==> src/gpio_bank_pkg.sv <==
// Constants for the GPIO bank block: register offsets, config field layout,
// reset values and per-pin capability masks.
// Assumes pins 0-3 are bank four bits 0-3, 4-11 bank five, 12-13 bank six.
`default_nettype none
package gpio_bank_pkg;
   // ****************************************
   // Sizes
   // ****************************************
   localparam int NUM_PINS = 14;
   localparam int NUM_SAMP = 16;
   localparam int TACH_ONE_IDX = 14;
   localparam int TACH_TWO_IDX = 15;

   // ****************************************
   // Configuration port indices
   // ****************************************
   localparam logic [7:0] BASE_LO_INDEX = 8'h60;
   localparam logic [7:0] BASE_HI_INDEX = 8'h61;
   localparam logic [15:0] BASE_RESET = 16'h0000;

   // ****************************************
   // Runtime block offsets
   // ****************************************
   localparam logic [7:0] OFS_DATA_BANK4 = 8'h4E;
   localparam logic [7:0] OFS_DATA_BANK5 = 8'h4F;
   localparam logic [7:0] OFS_DATA_BANK6 = 8'h50;
   localparam logic [7:0] OFS_CFG_FIRST = 8'h30;
   localparam logic [7:0] OFS_GLOBAL_WAKE = 8'h01;
   localparam logic [7:0] OFS_WAKE_STS4 = 8'h0A;
   localparam logic [7:0] OFS_WAKE_STS5 = 8'h0B;
   localparam logic [7:0] OFS_WAKE_EN4 = 8'h0E;
   localparam logic [7:0] OFS_WAKE_EN5 = 8'h0F;
   localparam logic [7:0] OFS_MISC_STS = 8'h12;
   localparam logic [7:0] OFS_MGMT_STS3 = 8'h16;
   localparam logic [7:0] OFS_MGMT_STS4 = 8'h17;
   localparam logic [7:0] OFS_MGMT_STS5 = 8'h18;
   localparam logic [7:0] OFS_MGMT_EN3 = 8'h1A;
   localparam logic [7:0] OFS_MGMT_EN4 = 8'h1B;
   localparam logic [7:0] OFS_MGMT_EN5 = 8'h1C;

   // ****************************************
   // Config register fields
   // ****************************************
   localparam int CFG_DIR_BIT = 0;
   localparam int CFG_POL_BIT = 1;
   localparam int CFG_FUNC_LO = 2;
   localparam int CFG_OD_BIT = 7;
   localparam logic [1:0] FUNC_GPIO = 2'h0;
   localparam logic [1:0] FUNC_ALT1 = 2'h1;
   localparam logic [1:0] FUNC_ALT2 = 2'h2;
   localparam logic [1:0] FUNC_ALT3 = 2'h3;
   localparam logic [7:0] CFG_RST_INPUT = 8'h01;
   localparam logic [7:0] CFG_RST_OUT_LOW = 8'h00;
   localparam logic [7:0] CFG_GPIO_OUT = 8'h00;

   // ****************************************
   // Per-pin capabilities
   // ****************************************
   localparam logic [NUM_PINS-1:0] BOTH_EDGE_INTERRUPT_MASK = 14'h300A;
   localparam logic [NUM_PINS-1:0] BOTH_EDGE_INTERRUPT_ALT3_MASK = 14'h0008;
   localparam logic [NUM_PINS-1:0] ANALOG_MASK = 14'h0000;
   localparam logic [NUM_PINS-1:0] RESET_OUT_LOW_MASK = 14'h0080;
   localparam int PIN_GROUP_WAKE = 2;
   localparam int PIN_DRIVE_DENSITY = 3;
   localparam int PIN_IR_TX = 7;
endpackage : gpio_bank_pkg
`default_nettype wire

==> src/gpio_edge_if.sv <==
// Interface carrying synchronised pin levels and edges.
// Assumes one clock shared by producer and consumer.
`timescale 1ns/1ps
`default_nettype none
interface gpio_edge_if;
   logic [15:0] level;
   logic [15:0] rise;
   logic [15:0] fall;
   modport src (output level, output rise, output fall);
   modport dst (input level, input rise, input fall);
endinterface : gpio_edge_if
`default_nettype wire

==> src/pin_sampler.sv <==
// Two-stage synchroniser and edge detector for pins and tach inputs.
// Assumes raw inputs are asynchronous to sys_clk_i.
`timescale 1ns/1ps
`default_nettype none
module pin_sampler
(
   input wire logic sys_clk_i,
   input wire logic sys_rst_i,
   input wire logic [15:0] raw_i,
   gpio_edge_if.src edge_o
);
   typedef struct packed
   {
      logic [15:0] s1;
      logic [15:0] s2;
      logic [15:0] prev;
      logic [2:0] fill;
   } samp_state_type;

   samp_state_type st_r;
   samp_state_type st_nxt;

   // ****************************************
   // Next state
   // ****************************************
   // First stage feeds only the second stage
   always_comb
   begin
      st_nxt = st_r;
      st_nxt.s1 = raw_i;
      st_nxt.s2 = st_r.s1;
      st_nxt.prev = st_r.s2;
      st_nxt.fill = {st_r.fill[1:0], 1'b1};
   end

   always_ff @(posedge sys_clk_i or posedge sys_rst_i)
   begin
      if (sys_rst_i)
         st_r <= '0;
      else
         st_r <= st_nxt;
   end

   // Edges compare the stable stage with its delayed copy
   // Held off until every stage has a real sample, so a high pad makes no false edge after reset
   assign edge_o.level = st_r.s2;
   assign edge_o.rise = st_r.s2 & ~st_r.prev & {16{st_r.fill[2]}};
   assign edge_o.fall = ~st_r.s2 & st_r.prev & {16{st_r.fill[2]}};
endmodule : pin_sampler
`default_nettype wire

==> src/gpio_bank_wake_event_logic.sv <==
// GPIO banks four to six with wake and management-interrupt status logic.
// Assumes host strobes are one-cycle pulses on sys_clk_i; pins are asynchronous.
`timescale 1ns/1ps
`default_nettype none
// Behaviour
// - Config bit 0 direction, bit 1 polarity, bit 7 open-drain or push-pull.
// - Dir 0 output, dir 1 input; polarity 1 inverts either.
// - Driver type bit applies to GPIO and group interrupt alternate outputs.
// - Polarity inverts alternates too, except drive density, analog, both-edge.
// - Analog joystick alternates become open-drain non-inverted outputs.
// - Input read latches pin level with polarity; input write has no effect.
// - Output drives written bit with polarity; read returns written bit.
// - Output ports never set wake or management status.
// - Polarity picks wake edge; default is rising.
// - Wake event needs status, individual enable and global enable.
// - Writing one clears a wake status bit; zero leaves it.
// - Listed ports raise wake events directly.
// - Wake status bits placed in fourth and fifth status pairs.
// - Listed ports raise management interrupts directly.
// - Management status bits placed in third to fifth pairs.
// - Both-edge ports set misc, wake and management status on any edge.
// - Registers sit at offsets from base held in config 0x60 and 0x61.
// - Bidirectional alternates take their direction from the function.
// - Infrared transmit pin driven low while unused.
// - Bank five bit 3 resets as output driving low.
// - Without main supply that pin reverts to non-inverting GPIO output.
// - Drive density pin resets to the GPIO function.
// - Both-edge function ignores direction, polarity, driver bits on pin; data reads still apply polarity.
// - Data bits latched on host read and host write.
module gpio_bank_wake_event_logic
(
   input wire logic sys_clk_i,
   input wire logic sys_rst_i,
   input wire logic cfg_wr_i,
   input wire logic [7:0] cfg_index_i,
   input wire logic [7:0] cfg_wdata_i,
   input wire logic [15:0] io_addr_i,
   input wire logic io_wr_i,
   input wire logic io_rd_i,
   input wire logic [7:0] io_wdata_i,
   output logic [7:0] io_rdata_o,
   output logic [15:0] runtime_block_base_o,
   input wire logic [13:0] pin_i,
   output logic [13:0] pin_o,
   output logic [13:0] pin_oe_n_o,
   input wire logic [13:0] alt_out_i,
   input wire logic [13:0] alt_oe_i,
   input wire logic fan_tachometer_one_i,
   input wire logic fan_tachometer_two_i,
   input wire logic infrared_transmit_idle_i,
   input wire logic vcc_off_i,
   output logic group_wake_o,
   output logic group_mgmt_irq_o
);
   typedef struct packed
   {
      logic [15:0] base;
      logic [13:0][7:0] cfg;
      logic [13:0] data;
      logic glob;
      logic [7:0] wsts4;
      logic [7:0] wsts5;
      logic [7:0] wen4;
      logic [7:0] wen5;
      logic [7:0] msts3;
      logic [7:0] msts4;
      logic [7:0] msts5;
      logic [7:0] men3;
      logic [7:0] men4;
      logic [7:0] men5;
      logic [7:0] misc;
      logic [7:0] rdata;
      logic vcc_s1;
      logic vcc_s2;
   } gpio_state_type;

   // Reset image built at elaboration so reset loads only a constant
   function automatic gpio_state_type reset_state();
      gpio_state_type s;
      s = '0;
      s.base = gpio_bank_pkg::BASE_RESET;
      for (int i = 0; i < gpio_bank_pkg::NUM_PINS; i++)
         s.cfg[i] = gpio_bank_pkg::RESET_OUT_LOW_MASK[i] ? gpio_bank_pkg::CFG_RST_OUT_LOW
                                                          : gpio_bank_pkg::CFG_RST_INPUT;
      return s;
   endfunction : reset_state

   localparam gpio_state_type RST_ST = reset_state();

   gpio_state_type st_r;
   gpio_state_type st_nxt;
   gpio_edge_if eif ();

   logic [13:0][7:0] cfg_eff;
   logic [13:0] both_edge_interrupt_sel;
   logic [13:0] ev;
   logic [13:0] both_ev;
   logic [13:0] rd_bit;
   logic [15:0] off_full;
   logic [7:0] off;
   logic hit;
   logic wr_hit;
   logic rd_hit;
   logic wake_event;

   // ****************************************
   // Pin sampling
   // ****************************************
   pin_sampler u_sampler
   (
      .sys_clk_i (sys_clk_i),
      .sys_rst_i (sys_rst_i),
      .raw_i ({fan_tachometer_two_i, fan_tachometer_one_i, pin_i}),
      .edge_o (eif.src)
   );

   // ****************************************
   // Address decode
   // ****************************************
   // Only offsets within one 256-byte window of the base respond
   assign off_full = io_addr_i - st_r.base;
   assign off = off_full[7:0];
   assign hit = (off_full[15:8] == 8'h00);
   assign wr_hit = io_wr_i && hit;
   assign rd_hit = io_rd_i && hit;

   // ****************************************
   // Per-pin function, drive and events
   // ****************************************
   generate
      for (genvar i = 0; i < gpio_bank_pkg::NUM_PINS; i++)
      begin : g_pin
         logic [1:0] func;
         logic dir;
         logic pol;
         logic alt;
         logic analog;
         logic pol_used;
         logic od_used;
         logic val_raw;
         logic val;
         logic drive;
         logic ir_force;

         // Without main supply the infrared pin falls back to a plain output
         assign cfg_eff[i] = (i == gpio_bank_pkg::PIN_IR_TX && st_r.vcc_s2) ? gpio_bank_pkg::CFG_GPIO_OUT
                                                                           : st_r.cfg[i];
         assign func = cfg_eff[i][gpio_bank_pkg::CFG_FUNC_LO +: 2];
         assign dir = cfg_eff[i][gpio_bank_pkg::CFG_DIR_BIT];
         assign pol = cfg_eff[i][gpio_bank_pkg::CFG_POL_BIT];
         assign alt = (func != gpio_bank_pkg::FUNC_GPIO);
         assign analog = gpio_bank_pkg::ANALOG_MASK[i] && alt;
         assign both_edge_interrupt_sel[i] = gpio_bank_pkg::BOTH_EDGE_INTERRUPT_MASK[i] && (func == (gpio_bank_pkg::BOTH_EDGE_INTERRUPT_ALT3_MASK[i] ?
                              gpio_bank_pkg::FUNC_ALT3 : gpio_bank_pkg::FUNC_ALT2));

         // Drive density and analog alternates bypass the inverter
         assign pol_used = pol && !analog && !(i == gpio_bank_pkg::PIN_DRIVE_DENSITY &&
                           func == gpio_bank_pkg::FUNC_ALT1);
         assign od_used = analog ? 1'b1 : cfg_eff[i][gpio_bank_pkg::CFG_OD_BIT];
         assign val_raw = !alt ? st_r.data[i] :
                          (i == gpio_bank_pkg::PIN_GROUP_WAKE && func == gpio_bank_pkg::FUNC_ALT1) ?
                          wake_event : alt_out_i[i];
         assign val = val_raw ^ pol_used;
         assign ir_force = (i == gpio_bank_pkg::PIN_IR_TX) && infrared_transmit_idle_i;

         // Alternates other than both-edge and analog choose their own direction, so bidirectional lines work
         always_comb
         begin
            if (ir_force)
               drive = 1'b1;
            else if (both_edge_interrupt_sel[i])
               drive = 1'b0;
            else if (analog)
               drive = 1'b1;
            else if (alt)
               drive = alt_oe_i[i];
            else
               drive = !dir;
         end

         // Open drain releases the pin for a one
         assign pin_o[i] = drive && val && !ir_force;
         assign pin_oe_n_o[i] = !(drive && (ir_force || !val || !od_used));

         // Outputs stay out of the status logic; polarity picks the edge
         assign both_ev[i] = both_edge_interrupt_sel[i] && (eif.rise[i] || eif.fall[i]);
         assign ev[i] = both_edge_interrupt_sel[i] ? both_ev[i] :
                        dir ? (pol ? eif.fall[i] : eif.rise[i]) : 1'b0;

         // Inputs read the live level; both-edge pins still honour polarity
         assign rd_bit[i] = (dir || both_edge_interrupt_sel[i]) ? (eif.level[i] ^ pol) : st_r.data[i];
      end
   endgenerate

   // ****************************************
   // Group outputs
   // ****************************************
   assign wake_event = st_r.glob && |((st_r.wsts4 & st_r.wen4) | (st_r.wsts5 & st_r.wen5));
   assign group_wake_o = wake_event;
   assign group_mgmt_irq_o = |((st_r.msts3 & st_r.men3) | (st_r.msts4 & st_r.men4) |
                               (st_r.msts5 & st_r.men5));
   assign io_rdata_o = st_r.rdata;
   assign runtime_block_base_o = st_r.base;

   // ****************************************
   // Next state
   // ****************************************
   // Status set wins over a write-one clear in the same cycle
   always_comb
   begin
      logic [7:0] wclr;
      logic [7:0] w4set;
      logic [7:0] w5set;
      logic [7:0] m3set;
      logic [7:0] m4set;
      logic [7:0] m5set;
      logic [7:0] mset;
      logic [13:0] wr_vec;
      logic [13:0] wr_sel;
      wclr = wr_hit ? io_wdata_i : 8'h00;
      w4set = {ev[13], ev[12], ev[3], ev[1], 4'h0};
      w5set = ev[11:4];
      m3set = {ev[12], 7'h00};
      m4set = {ev[13], ev[3], ev[2], ev[1], 4'h0};
      m5set = {2'h0, eif.rise[gpio_bank_pkg::TACH_TWO_IDX], eif.rise[gpio_bank_pkg::TACH_ONE_IDX],
               ev[11:8]};
      mset = {2'h0, both_ev[13], both_ev[12], both_ev[3], both_ev[1], 2'h0};
      wr_vec = {io_wdata_i[1:0], io_wdata_i, io_wdata_i[3:0]};
      wr_sel = 14'h0000;
      st_nxt = st_r;
      st_nxt.vcc_s1 = vcc_off_i;
      st_nxt.vcc_s2 = st_r.vcc_s1;
      if (cfg_wr_i && cfg_index_i == gpio_bank_pkg::BASE_LO_INDEX)
         st_nxt.base[7:0] = cfg_wdata_i;
      if (cfg_wr_i && cfg_index_i == gpio_bank_pkg::BASE_HI_INDEX)
         st_nxt.base[15:8] = cfg_wdata_i;
      if (wr_hit)
      begin
         unique case (off)
            gpio_bank_pkg::OFS_DATA_BANK4: wr_sel = 14'h000F;
            gpio_bank_pkg::OFS_DATA_BANK5: wr_sel = 14'h0FF0;
            gpio_bank_pkg::OFS_DATA_BANK6: wr_sel = 14'h3000;
            gpio_bank_pkg::OFS_GLOBAL_WAKE: st_nxt.glob = io_wdata_i[0];
            gpio_bank_pkg::OFS_WAKE_EN4: st_nxt.wen4 = io_wdata_i;
            gpio_bank_pkg::OFS_WAKE_EN5: st_nxt.wen5 = io_wdata_i;
            gpio_bank_pkg::OFS_MGMT_EN3: st_nxt.men3 = io_wdata_i;
            gpio_bank_pkg::OFS_MGMT_EN4: st_nxt.men4 = io_wdata_i;
            gpio_bank_pkg::OFS_MGMT_EN5: st_nxt.men5 = io_wdata_i;
            default:
            begin
               for (int i = 0; i < gpio_bank_pkg::NUM_PINS; i++)
                  if (off == gpio_bank_pkg::OFS_CFG_FIRST + 8'(i))
                     st_nxt.cfg[i] = io_wdata_i;
            end
         endcase
      end
      // Only output ports take written data
      for (int i = 0; i < gpio_bank_pkg::NUM_PINS; i++)
         if (wr_sel[i] && !cfg_eff[i][gpio_bank_pkg::CFG_DIR_BIT] && !both_edge_interrupt_sel[i])
            st_nxt.data[i] = wr_vec[i];
      st_nxt.wsts4 = (st_r.wsts4 & ~((off == gpio_bank_pkg::OFS_WAKE_STS4) ? wclr : 8'h00)) | w4set;
      st_nxt.wsts5 = (st_r.wsts5 & ~((off == gpio_bank_pkg::OFS_WAKE_STS5) ? wclr : 8'h00)) | w5set;
      st_nxt.msts3 = (st_r.msts3 & ~((off == gpio_bank_pkg::OFS_MGMT_STS3) ? wclr : 8'h00)) | m3set;
      st_nxt.msts4 = (st_r.msts4 & ~((off == gpio_bank_pkg::OFS_MGMT_STS4) ? wclr : 8'h00)) | m4set;
      st_nxt.msts5 = (st_r.msts5 & ~((off == gpio_bank_pkg::OFS_MGMT_STS5) ? wclr : 8'h00)) | m5set;
      st_nxt.misc = (st_r.misc & ~((off == gpio_bank_pkg::OFS_MISC_STS) ? wclr : 8'h00)) | mset;
      // Read data latched on the read strobe; unmapped reads return zero
      if (rd_hit)
      begin
         unique case (off)
            gpio_bank_pkg::OFS_DATA_BANK4: st_nxt.rdata = {4'h0, rd_bit[3:0]};
            gpio_bank_pkg::OFS_DATA_BANK5: st_nxt.rdata = rd_bit[11:4];
            gpio_bank_pkg::OFS_DATA_BANK6: st_nxt.rdata = {6'h00, rd_bit[13:12]};
            gpio_bank_pkg::OFS_GLOBAL_WAKE: st_nxt.rdata = {7'h00, st_r.glob};
            gpio_bank_pkg::OFS_WAKE_STS4: st_nxt.rdata = st_r.wsts4;
            gpio_bank_pkg::OFS_WAKE_STS5: st_nxt.rdata = st_r.wsts5;
            gpio_bank_pkg::OFS_WAKE_EN4: st_nxt.rdata = st_r.wen4;
            gpio_bank_pkg::OFS_WAKE_EN5: st_nxt.rdata = st_r.wen5;
            gpio_bank_pkg::OFS_MISC_STS: st_nxt.rdata = st_r.misc;
            gpio_bank_pkg::OFS_MGMT_STS3: st_nxt.rdata = st_r.msts3;
            gpio_bank_pkg::OFS_MGMT_STS4: st_nxt.rdata = st_r.msts4;
            gpio_bank_pkg::OFS_MGMT_STS5: st_nxt.rdata = st_r.msts5;
            gpio_bank_pkg::OFS_MGMT_EN3: st_nxt.rdata = st_r.men3;
            gpio_bank_pkg::OFS_MGMT_EN4: st_nxt.rdata = st_r.men4;
            gpio_bank_pkg::OFS_MGMT_EN5: st_nxt.rdata = st_r.men5;
            default:
            begin
               st_nxt.rdata = 8'h00;
               for (int i = 0; i < gpio_bank_pkg::NUM_PINS; i++)
                  if (off == gpio_bank_pkg::OFS_CFG_FIRST + 8'(i))
                     st_nxt.rdata = st_r.cfg[i];
            end
         endcase
      end
   end

   always_ff @(posedge sys_clk_i or posedge sys_rst_i)
   begin
      if (sys_rst_i)
         st_r <= RST_ST;
      else
         st_r <= st_nxt;
   end
endmodule : gpio_bank_wake_event_logic
`default_nettype wire

==> config.mk <==
export PLATFORM = sky130hd
export DESIGN_NAME = gpio_bank_wake_event_logic
export DESIGN_NICKNAME = d
export VERILOG_FILES = /design/src/gpio_bank_pkg.sv /design/src/gpio_edge_if.sv /design/src/pin_sampler.sv /design/src/gpio_bank_wake_event_logic.sv
export SDC_FILE = /design/constraint.sdc
export NUM_CORES = 1
export LEC_CHECK = 0
export BUFFER_PORTS_ARGS = -buffer_cell sky130_fd_sc_hd__buf_2
export CORE_MARGIN = 8
export CORE_UTILIZATION = 46
export CTS_CLUSTER_SIZE = 10
export DETAILED_ROUTE_END_ITERATION = 8
export PLACE_DENSITY = 0.76
export SETUP_SLACK_MARGIN = 0.15
export SKIP_CTS_REPAIR_TIMING = 1
export SLEW_MARGIN = 20
export SYNTH_ARGS = -nofsm -noshare
export SYNTH_HDL_FRONTEND = slang
export SYNTH_SLANG_ARGS = --single-unit
==> constraint.sdc <==
create_clock -name sys_clk_i -period 13.6 [get_ports sys_clk_i]
set_input_delay 0 -clock sys_clk_i [delete_from_list [all_inputs] [get_ports sys_clk_i]]
set_output_delay 0 -clock sys_clk_i [all_outputs]
set_load 0.005 [all_outputs]
# Word level (Yosys, flattened, before mapping)

Index checks and enable logic that the tools add are counted.

Logic and storage cells: 431
Input port bits: 91
Register bits after elaboration: 292
Output and inout bits: 54

Eq/ne operators: 37
Reduce and logical (&&, ||, !) cells: 180
Add/subtract/negate cells: 1
Mux-type cells: 103
Bitwise gates (word level): 61

Operator list:

| operator                                       | number |
|---|---|
| 2-to-1 mux 8 bit                               | 22 |
| one-hot mux 8 bit (15 select lines)            | 1 |
| == test 8 x 6 -> 1 bit (second input constant) | 14 |
| AND 8 bit                                      | 11 |
| 2-to-1 mux 1 bit                               | 78 |
| zero test 1 bit                                | 62 |
| logical AND 1 bit                              | 57 |
| == test 8 x 5 -> 1 bit (second input constant) | 7 |
| OR 8 bit                                       | 7 |
| inverter 8 bit                                 | 6 |
| one-hot mux 14 bit (3 select lines)            | 1 |
| AND reduction 3 bit                            | 14 |
| == test 8 x 7 -> 1 bit (second input constant) | 5 |
| AND 16 bit                                     | 2 |
| == test 8 x 4 -> 1 bit (second input constant) | 4 |
| AND 14 bit                                     | 2 |
| nonzero test 2 bit                             | 14 |
| XOR 1 bit                                      | 28 |
| logical OR 1 bit                               | 23 |
| inverter 16 bit                                | 1 |
| OR 8 x 6 -> 8 bit                              | 2 |
| OR reduction 8 bit                             | 2 |
| subtractor 16 bit                              | 1 |
| 2-to-1 mux 14 bit                              | 1 |
| other kinds (8)                                | 17 |

# Depth between registers and ports, before layout

Gate-level depths: netlist (run 1).

Word-level depth: 17
Depth in mapped cells: 14
Mapped depth without buffers: 12

# Hierarchy

From an unflattened synthesis (run 1), not the netlist that was laid out.

Cells, all modules: 1408
Area, all modules: 15393.5 µm²

By module, submodules not included:

| module                     | seq. area each (µm²) | cells each | instances | area each (µm²) |
|---|---|---|---|---|
| gpio_bank_wake_event_logic | 6047.0               | 1304       | 1         | 13658.1 |
| pin_sampler                | 1276.2               | 104        | 1         | 1735.4 |

# Worst setup path before layout (run 1)

OpenSTA, ideal clock, no wires.

Path kind: reg2reg
Start: register st_r, in the netlist runtime_block_base_o[0]
End: register st_r, in the netlist cfg_eff[41]
Clock period less this slack: 3.663 ns
Arrival time: 3.539 ns
Path buffers: 0
Cell stages (with the launch flop): 12
Library setup time: 0.125 ns
Setup slack: 9.937 ns
Required time: 13.475 ns
Path through: dfrtp_1 -> ha_1 -> fa_1 -> nand2b_1 -> a21o_1 -> o311a_1 -> nor4_1 -> o21ai_1 -> nor4_4 -> nand2_1 -> nor3_4 -> mux2_2

Cells in the longest elaborated chain, start to end: 5
Elaborated cells on any way between the ends: 16
Those cells by class: add/sub: 1; eq/ne: 10; bitwise: 1; reduce/logical: 4

Ends and longest elaborated chain:

| what                                           | RTL line                          | source |
|---|---|---|
| start: declaration                             | gpio_bank_wake_event_logic.sv:90  | `gpio_state_type st_r;` |
| start signal: assignment                       | gpio_bank_wake_event_logic.sv:302 | `st_r <= st_nxt;` |
| subtractor 16 bit (*)                          | gpio_bank_wake_event_logic.sv:121 | `assign off_full = io_addr_i - st_r.base;` |
| == test 8 x 5 -> 1 bit (tied with other cells) | gpio_bank_wake_event_logic.sv:239 | `unique case (off)` |
| OR reduction 9 bit (no line)                   | n/a                               |  |
| inverter 1 bit (no line)                       | n/a                               |  |
| AND reduction 3 bit (no line) (*)              | n/a                               |  |

Mark *: on every way between the ends. The rest lies on a longest branch, timed or not.
A chain may end at the register's enable or synchronous reset.

# Worst setup path after layout (run 1)

Start: register st_r, in the netlist runtime_block_base_o[0]
End: register st_r, in the netlist cfg_eff[26]

The elaborated chain is that of the path after synthesis.

==> results of run 1 <==
## flip-flops by register name, indices dropped and copies added (netlist names)
register                flops
runtime_block_base_o       16
st_r                      112
u_sampler.edge_o.level     16
u_sampler.st_r             16
st_nxt                      1
u_sampler.st_nxt           18
io_rdata_o                  8
cfg_eff                   104
## power groups by stage
stage	Clock, mW	Combinational [mW]	Sequential [mW]
global placement	0	0.244	0.907
global route	0.938	0.278	0.893
floorplan	0	0.157	0.903
finish	0.890	0.261	0.892
detailed placement	0	0.247	0.907
CTS	0.902	0.249	0.892
## worst min path at each step
stage / startpoint / to / slack [ps] / cells after the start
6_report: cfg_index_i[0] / runtime_block_base_o[6]$_DFFE_PP0P_ / 0.1 / 4
5_1_grt: cfg_index_i[0] / runtime_block_base_o[6]$_DFFE_PP0P_ / 50 / 4
4_1_cts: pin_i[13] / u_sampler.st_nxt[32]$_DFF_PP0_ / -430 / 1
3_5_place_dp: pin_i[13] / u_sampler.st_nxt[32]$_DFF_PP0_ / 110 / 1
3_3_place_gp: pin_i[13] / u_sampler.st_nxt[32]$_DFF_PP0_ / 110 / 1
2_1_floorplan: vcc_off_i / st_nxt[0]$_DFF_PP0_ / 30 / 0
## cells in the final DEF, fill, tap and decap left out, drive strengths merged, types with 9 or more instances in the layout
cell type	Yosys	layout
a211oi	9	9
nand2	98	98
nand2b	33	33
xor2	21	21
o22ai	12	12
dlygate4sd3	0	27
a221oi	18	18
a21oi	34	34
a31oi	11	11
o21bai	13	13
nor4	17	17
nor2b	18	18
xnor2	12	12
dfstp	13	13
mux2	183	183
o21a	24	24
a22o	15	15
buf	36	161
dfrtp	278	278
nor2	100	100
inv	46	47
mux2i	41	41
ha	16	16
o21ai	76	76
nand4	10	10
nand3	55	55
a22oi	31	31
clkbuf	38	62
nor3	39	39
## stage by stage
step / instances / util, % / worst slack (ps) / power, mW / hold slack [ps]
after CTS: 1990 / 53.1 / 8980 / 2.04 / -429
final: 2018 / 53.9 / 8970 / 2.04 / 0.116
after detailed placement: 1925 / 49.7 / 9010 / 1.15 / 109
after global routing: 2018 / 53.9 / 8700 / 2.11 / 47.6
after floorplan: 1396 / - / 5590 / 1.06 / 31.4
after global placement: 1925 / 49.7 / 9200 / 1.15 / 107
## metal layers
layer  global-route usage, %  vias up  wire [um]
met5                       0        -          0
met4                    11.6        0       2230
met2                    41.8      723      23900
li1                        -     5424          -
met1                    34.9     6237      21200
met3                    4.67      159       4410
## logic make-up (layout without fill, tap and decap cells)
logic type	after synthesis	in the layout	synth area share (%)
AO/OA/AOI/OAI	305	305	14.2
XOR/XNOR	33	33	1.93
adder cells (fa/ha/maj)	17	17	1.47
buffers and inverters	120	299	3.63
flip-flops	291	291	48.6
multiplexers	225	225	16.6
other	1	2	0.0250
AND/OR/NAND/NOR	404	404	13.5
## critical path, stage by stage, from the launching register on
cell and delay (ps):
sky130_fd_sc_hd__dfrtp_1 400, sky130_fd_sc_hd__ha_1 200, sky130_fd_sc_hd__fa_1 430, sky130_fd_sc_hd__nand2b_1 240, sky130_fd_sc_hd__a21o_1 240, sky130_fd_sc_hd__o311a_1 330
sky130_fd_sc_hd__nor4_1 420, sky130_fd_sc_hd__o21ai_1 250, sky130_fd_sc_hd__nor3_2 580, sky130_fd_sc_hd__nand2_1 390, sky130_fd_sc_hd__nor3_2 610, sky130_fd_sc_hd__mux2_2 400
## cell type report
cell class,count,area [um2],area share [%]
Timing Repair Buffer,188,1130,6.48
Clock inverter,3,30.0,0.172
Sequential cell,291,7300,41.8
Tap cell,442,553,3.17
Inverter,46,180,1.03
Clock buffer,62,1050,6.02
Antenna cell,1,2.50,0.0143
Multi-Input combinational cell,985,7210,41.3
==> results.json, run 1 <==
{
  "status": "completed",
  "cts_inserted_buffers": 36,
  "reg2reg_to": "cfg_eff[26]$_DFFE_PP0P_",
  "layout_cell_share_with_drive_strength_beyond_1_pct": 27.2,
  "fp.dieArea_um2": 38700,
  "cp.arrival_ps": 5020,
  "capturing_instance_or_port_of_the_critical_path": "cfg_eff[26]$_DFFE_PP0P_",
  "buffer_ports.inserted": 144,
  "post-synth-top-area-fraction_pct": 46.4,
  "effective_utilization_at_floorplan_pct": 46.4,
  "clock_sinks": 291,
  "rr_startpoint": "runtime_block_base_o[0]$_DFFE_PP0P_",
  "clk_path_buf_depth": 3,
  "routabilityCongestion": 1.03,
  "post-route-min-period_ps": 4630,
  "yosys.cell_count.top_type": "sky130_fd_sc_hd__dfrtp_1",
  "antenna_found_initial": 3,
  "first_pass_grt_wire_length_um": 77700,
  "final_worst_path_cycle_share_pct": 34.1,
  "dr.first_iter.drc_count": 1578,
  "grt_start_max_net_pins": 185,
  "clock_skew_ps": 16.8,
  "synth_sequential_area_ratio_pct": 48.6,
  "grt_setup_unrepaired": "false",
  "worst_setup_path_end_kind": "flop",
  "syn2layout_area_growth_pct": 16.3,
  "global_route.usage.total_pct": 26.3,
  "grt.overflow.total": 0,
  "synth-warning-count": 0,
  "die_width_um": 197,
  "synth.top_cells.by_count": "sky130_fd_sc_hd__dfrtp_1 (278), sky130_fd_sc_hd__mux2_2 (183), sky130_fd_sc_hd__nand2_1 (98)",
  "share_clk_of_total_power_pct": 43.6,
  "ant_nets": 0,
  "drt_pass1_iterations": 6,
  "netlist-cell-type-count": 77,
  "yosys_register_bits": 291,
  "tritoncts_clock_tree": "yes",
  "path_class": "flop to flop",
  "cts_root_buffer": "sky130_fd_sc_hd__clkbuf_16",
  "wirelength_um": 51700,
  "fin_nets": 1656,
  "clkSlewWorstSetupHoldPaths_ps": 50,
  "max_freq_mhz": 216,
  "post_synth.cell_area_avg_um2": 10.7,
  "chipHeight_um": 197,
  "timing.setup.tns_ps": 0,
  "drt-wirelength-per-cell_um": 25.6,
  "worstMarginPinSlew_ps": 1090,
  "worst-path-max-fanout": 8,
  "floorplan.io_pins": 145,
  "sequentialPowerShare_pct": 43.7,
  "filler_cell_count": 2911,
  "hold_removal_path_class": "input pin to flop",
  "clock_tree.htree_level_count": 2,
  "cellLeakagePower_nw": 8.09,
  "cp.required_ps": 13990,
  "post_placement_cell_area_um2": 16100,
  "finalMaxSlewViolations": 0,
  "reg2reg_setup_slack_ps": 8970,
  "power_density_nw_per_um2": 117,
  "vias_per_cell": 6.22,
  "report.final.setup_viol": 0,
  "netlist_instances": 1396,
  "post_synth_net_total": 1504,
  "detailedPlacementHpwl_um": 37300,
  "timing_hold_violations_final": 0,
  "worstRegToRegCells": 11,
  "yosys.area.top_type": "sky130_fd_sc_hd__dfrtp_1",
  "synth-main-ff-cell": "sky130_fd_sc_hd__dfrtp_1",
  "power.net_switching_mw": 0.560,
  "clock_latency_ps": 520,
  "vias": 12543,
  "syn_area_um2": 15000,
  "share_comb_of_total_power_pct": 12.8,
  "worst_setup_path_start_kind": "flop",
  "area_of_the_placeable_core_um2": 32400,
  "synth.top_cells.by_area": "sky130_fd_sc_hd__dfrtp_1 (46%), sky130_fd_sc_hd__mux2_2 (14%), sky130_fd_sc_hd__mux2i_1 (2.7%)",
  "row_count": 66,
  "slew_headroom_pct": 26.9,
  "first_global_vias": 12655,
  "post-route-cell-area_um2": 17500,
  "number_of_flops_mapped_to_enable_cells_by_yosys": 0,
  "power_switching_share_pct": 27.4,
  "drt_drc_violations_left": 0,
  "cp-startpoint": "runtime_block_base_o[0]$_DFFE_PP0P_",
  "cell_internal_pwr_mw": 1.48,
  "cap_violations": 0,
  "irDropWorstVdd_mv": 0.106,
  "async_flop_share_pct": 100
}
No activity file was read; power rests on OpenSTA's default activity.
==> inputs of run 2 (changes only) <==
--- a/config.mk
+++ b/config.mk
@@ -10,7 +10,7 @@
 export CORE_UTILIZATION = 46
 export CTS_CLUSTER_SIZE = 10
 export DETAILED_ROUTE_END_ITERATION = 8
-export PLACE_DENSITY = 0.76
+export PLACE_DENSITY = 0.78
 export SETUP_SLACK_MARGIN = 0.15
 export SKIP_CTS_REPAIR_TIMING = 1
 export SLEW_MARGIN = 20
==> constraint.sdc (replaced) <==
create_clock -name sys_clk_i -period 3.9 [get_ports sys_clk_i]
set_input_delay 0 -clock sys_clk_i [delete_from_list [all_inputs] [get_ports sys_clk_i]]
set_output_delay 0 -clock sys_clk_i [all_outputs]
set_load 0.005 [all_outputs]
==> results.json, run 2 (synthesis gave the netlist of run 1 again) <==
{
  "status": "completed",
  "worst_setup_path_start_kind": "flop",
  "largest_register_ff_count": 112,
  "vias": 12884,
  "irDropWorstVdd_mv": 0.322,
  "slew_headroom_pct": 32.2,
  "final_antenna_diode_count": 0,
  "cp.arrival_ps": 4120,
  "vias_per_cell": 6.17,
  "fp.dieArea_um2": 38700,
  "timing_hold_violations_final": 0,
  "max_freq_mhz": 272,
  "register_containing_the_most_flip_flops_in_the_final_layout": "st_r",
  "row_count": 66,
  "area_of_the_placeable_core_um2": 32400,
  "clock_latency_ps": 520,
  "worstMarginPinSlew_ps": 1020,
  "drt_pass1_iterations": 8,
  "reg2reg_to": "io_rdata_o[2]$_DFFE_PP0P_",
  "slowest_stage": "sky130_fd_sc_hd__or4_1",
  "cts_root_buffer": "sky130_fd_sc_hd__clkbuf_16",
  "floorplan.io_pins": 145,
  "layout_cell_share_with_drive_strength_beyond_1_pct": 31.4,
  "grt.overflow.total": 0,
  "die_width_um": 197,
  "p_total_mw": 7.12,
  "first_pass_grt_wire_length_um": 79300,
  "finalMaxSlewViolations": 0,
  "worstRegToRegCells": 11,
  "critical_path_buf_inv_count": 2,
  "final_common_cell": "sky130_fd_sc_hd__dfrtp_1",
  "clock_tree.htree_level_count": 2,
  "cpPeakStageDelay_ps": 680,
  "cp.required_ps": 4340,
  "worst_setup_path_end_kind": "flop",
  "most-common-layout-cells": "sky130_fd_sc_hd__dfrtp_1 (278), sky130_fd_sc_hd__mux2_2 (183), sky130_fd_sc_hd__buf_2 (144)",
  "filler_cell_count": 2850,
  "cpLargestDelayFamily": "simple AND/OR/NAND/NOR gates",
  "grt_setup_unrepaired": "true",
  "worstPathCellList": "ha_1 -> fa_1 -> buf_4 -> nor2b_1 -> nand3_1 -> nor3_1 -> buf_4 -> a22o_1 -> a221oi_1 -> or4_1 -> a31oi_1",
  "grt_start_max_net_pins": 158,
  "drt_drc_violations_left": 0,
  "tritoncts_clock_tree": "yes",
  "ant_nets": 0,
  "syn2layout_area_growth_pct": 20.6,
  "reg2reg_setup_slack_ps": 220,
  "clock_sinks": 291,
  "hold_removal_path_class": "input pin to flop",
  "dr.first_iter.drc_count": 1453,
  "worstHoldStart": "cfg_index_i[0]",
  "cellLeakagePower_nw": 8.45,
  "path_class": "flop to flop",
  "power_density_nw_per_um2": 393,
  "clkSlewWorstSetupHoldPaths_ps": 60,
  "worst_path_most_repeated_cell": "sky130_fd_sc_hd__buf_4",
  "cap_violations": 0,
  "worst-path-max-fanout": 10,
  "detailedPlacementHpwl_um": 38400,
  "drt-wirelength-per-cell_um": 25.5,
  "routabilityCongestion": 0.999,
  "wirelength_um": 53200,
  "hold_path_end": "runtime_block_base_o[7]$_DFFE_PP0P_",
  "dpl_worst_slack_ps": 19.9,
  "antenna_found_initial": 3,
  "cts_inserted_buffers": 35,
  "global_route.usage.total_pct": 26.8,
  "post-route-min-period_ps": 3680,
  "clock_skew_ps": 12.4,
  "report.final.setup_viol": 0,
  "clk_path_buf_depth": 3,
  "whs_path_depth": 4,
  "fin_nets": 1726,
  "final_worst_path_cycle_share_pct": 94.4,
  "chipHeight_um": 197,
  "post-route-worst-setup-slack_ps": 217,
  "buffer_ports.inserted": 144,
  "effective_utilization_at_floorplan_pct": 46.4,
  "layoutNonFillerInstCount": 2087,
  "rr_startpoint": "runtime_block_base_o[0]$_DFFE_PP0P_",
  "dp_cells": 1993,
  "first_global_vias": 12908
}
run 2: cell types whose count changed in the layout (fill, tap and decap cells not counted), moves of 3 or more:
| cell | before | now |
|---|---|---|
| sky130_fd_sc_hd__buf_4 | 16 | 82 |
| sky130_fd_sc_hd__buf_12 | 1 | 6 |
| sky130_fd_sc_hd__nand2_1 | 98 | 94 |
| sky130_fd_sc_hd__nand2_2 | 0 | 4 |
| sky130_fd_sc_hd__a21oi_1 | 34 | 31 |
| sky130_fd_sc_hd__a21oi_2 | 0 | 3 |
| sky130_fd_sc_hd__clkbuf_16 | 38 | 35 |
| sky130_fd_sc_hd__nor2_4 | 0 | 3 |
run 2: metal layers:
layer  up-vias  share of wire, %  wire (um)  global-route usage [%]
met2       719                46      24200                    42.1
met5         -             0.073         39                       0
met1      6431                41      21600                    35.4
li1       5564                 -          -                       -
met4         6               4.5       2370                    11.4
met3       164               9.1       4860                    6.05
run 2: cell type report:
type                       count  area [um2]  area share (%)
inverter                      46         176           0.975
clock inverter                 3        26.3           0.145
multi-input combinational    985        7330            40.5
sequential                   291        7300            40.3
clock buffer                  61         993            5.49
timing repair buffer         259        1730            9.54
tap                          442         553            3.06
run 2: how the worst max path moves through the flow:
stage	depth (start not counted)	startpoint	slack, ps	endpoint
floorplan	1	sys_rst_i	50	cfg_eff[100]$_DFFE_PP0P_
global placement	12	runtime_block_base_o[0]$_DFFE_PP0P_	-30	io_rdata_o[6]$_DFFE_PP0P_
detailed placement	12	runtime_block_base_o[0]$_DFFE_PP0P_	20	io_rdata_o[6]$_DFFE_PP0P_
CTS	12	runtime_block_base_o[0]$_DFFE_PP0P_	-20	io_rdata_o[6]$_DFFE_PP0P_
global route	12	runtime_block_base_o[0]$_DFFE_PP0P_	90	cfg_eff[35]$_DFFE_PP0P_
finish	11	runtime_block_base_o[0]$_DFFE_PP0P_	220	io_rdata_o[2]$_DFFE_PP0P_
run 2: report_power, final:
group,leakage (nW),switching (mW),internal (mW)
clock,0.488,1.26,1.73
sequential,3.76,0.0383,3.07
combinational,4.20,0.661,0.353
total,8.45,1.96,5.15
run 2: per-stage QoR:
step                hold WS [ps]  setup TNS, ps  instance area (um2)  utilization [%]
floorplan                   31.4              0                15000                -
global route                85.8              0                18100             55.9
detailed placement           110              0                16600             51.3
CTS                         -425          -24.6                17600             54.4
global placement             108          -27.0                16600             51.3
finish                      1.31              0                18100             55.9
run 2: tightest hold or removal path: stages:
cell and delay [ps]:
sky130_fd_sc_hd__buf_2 90, sky130_fd_sc_hd__nor2_1 190, sky130_fd_sc_hd__nand2_1 120, sky130_fd_sc_hd__o21ai_0 70
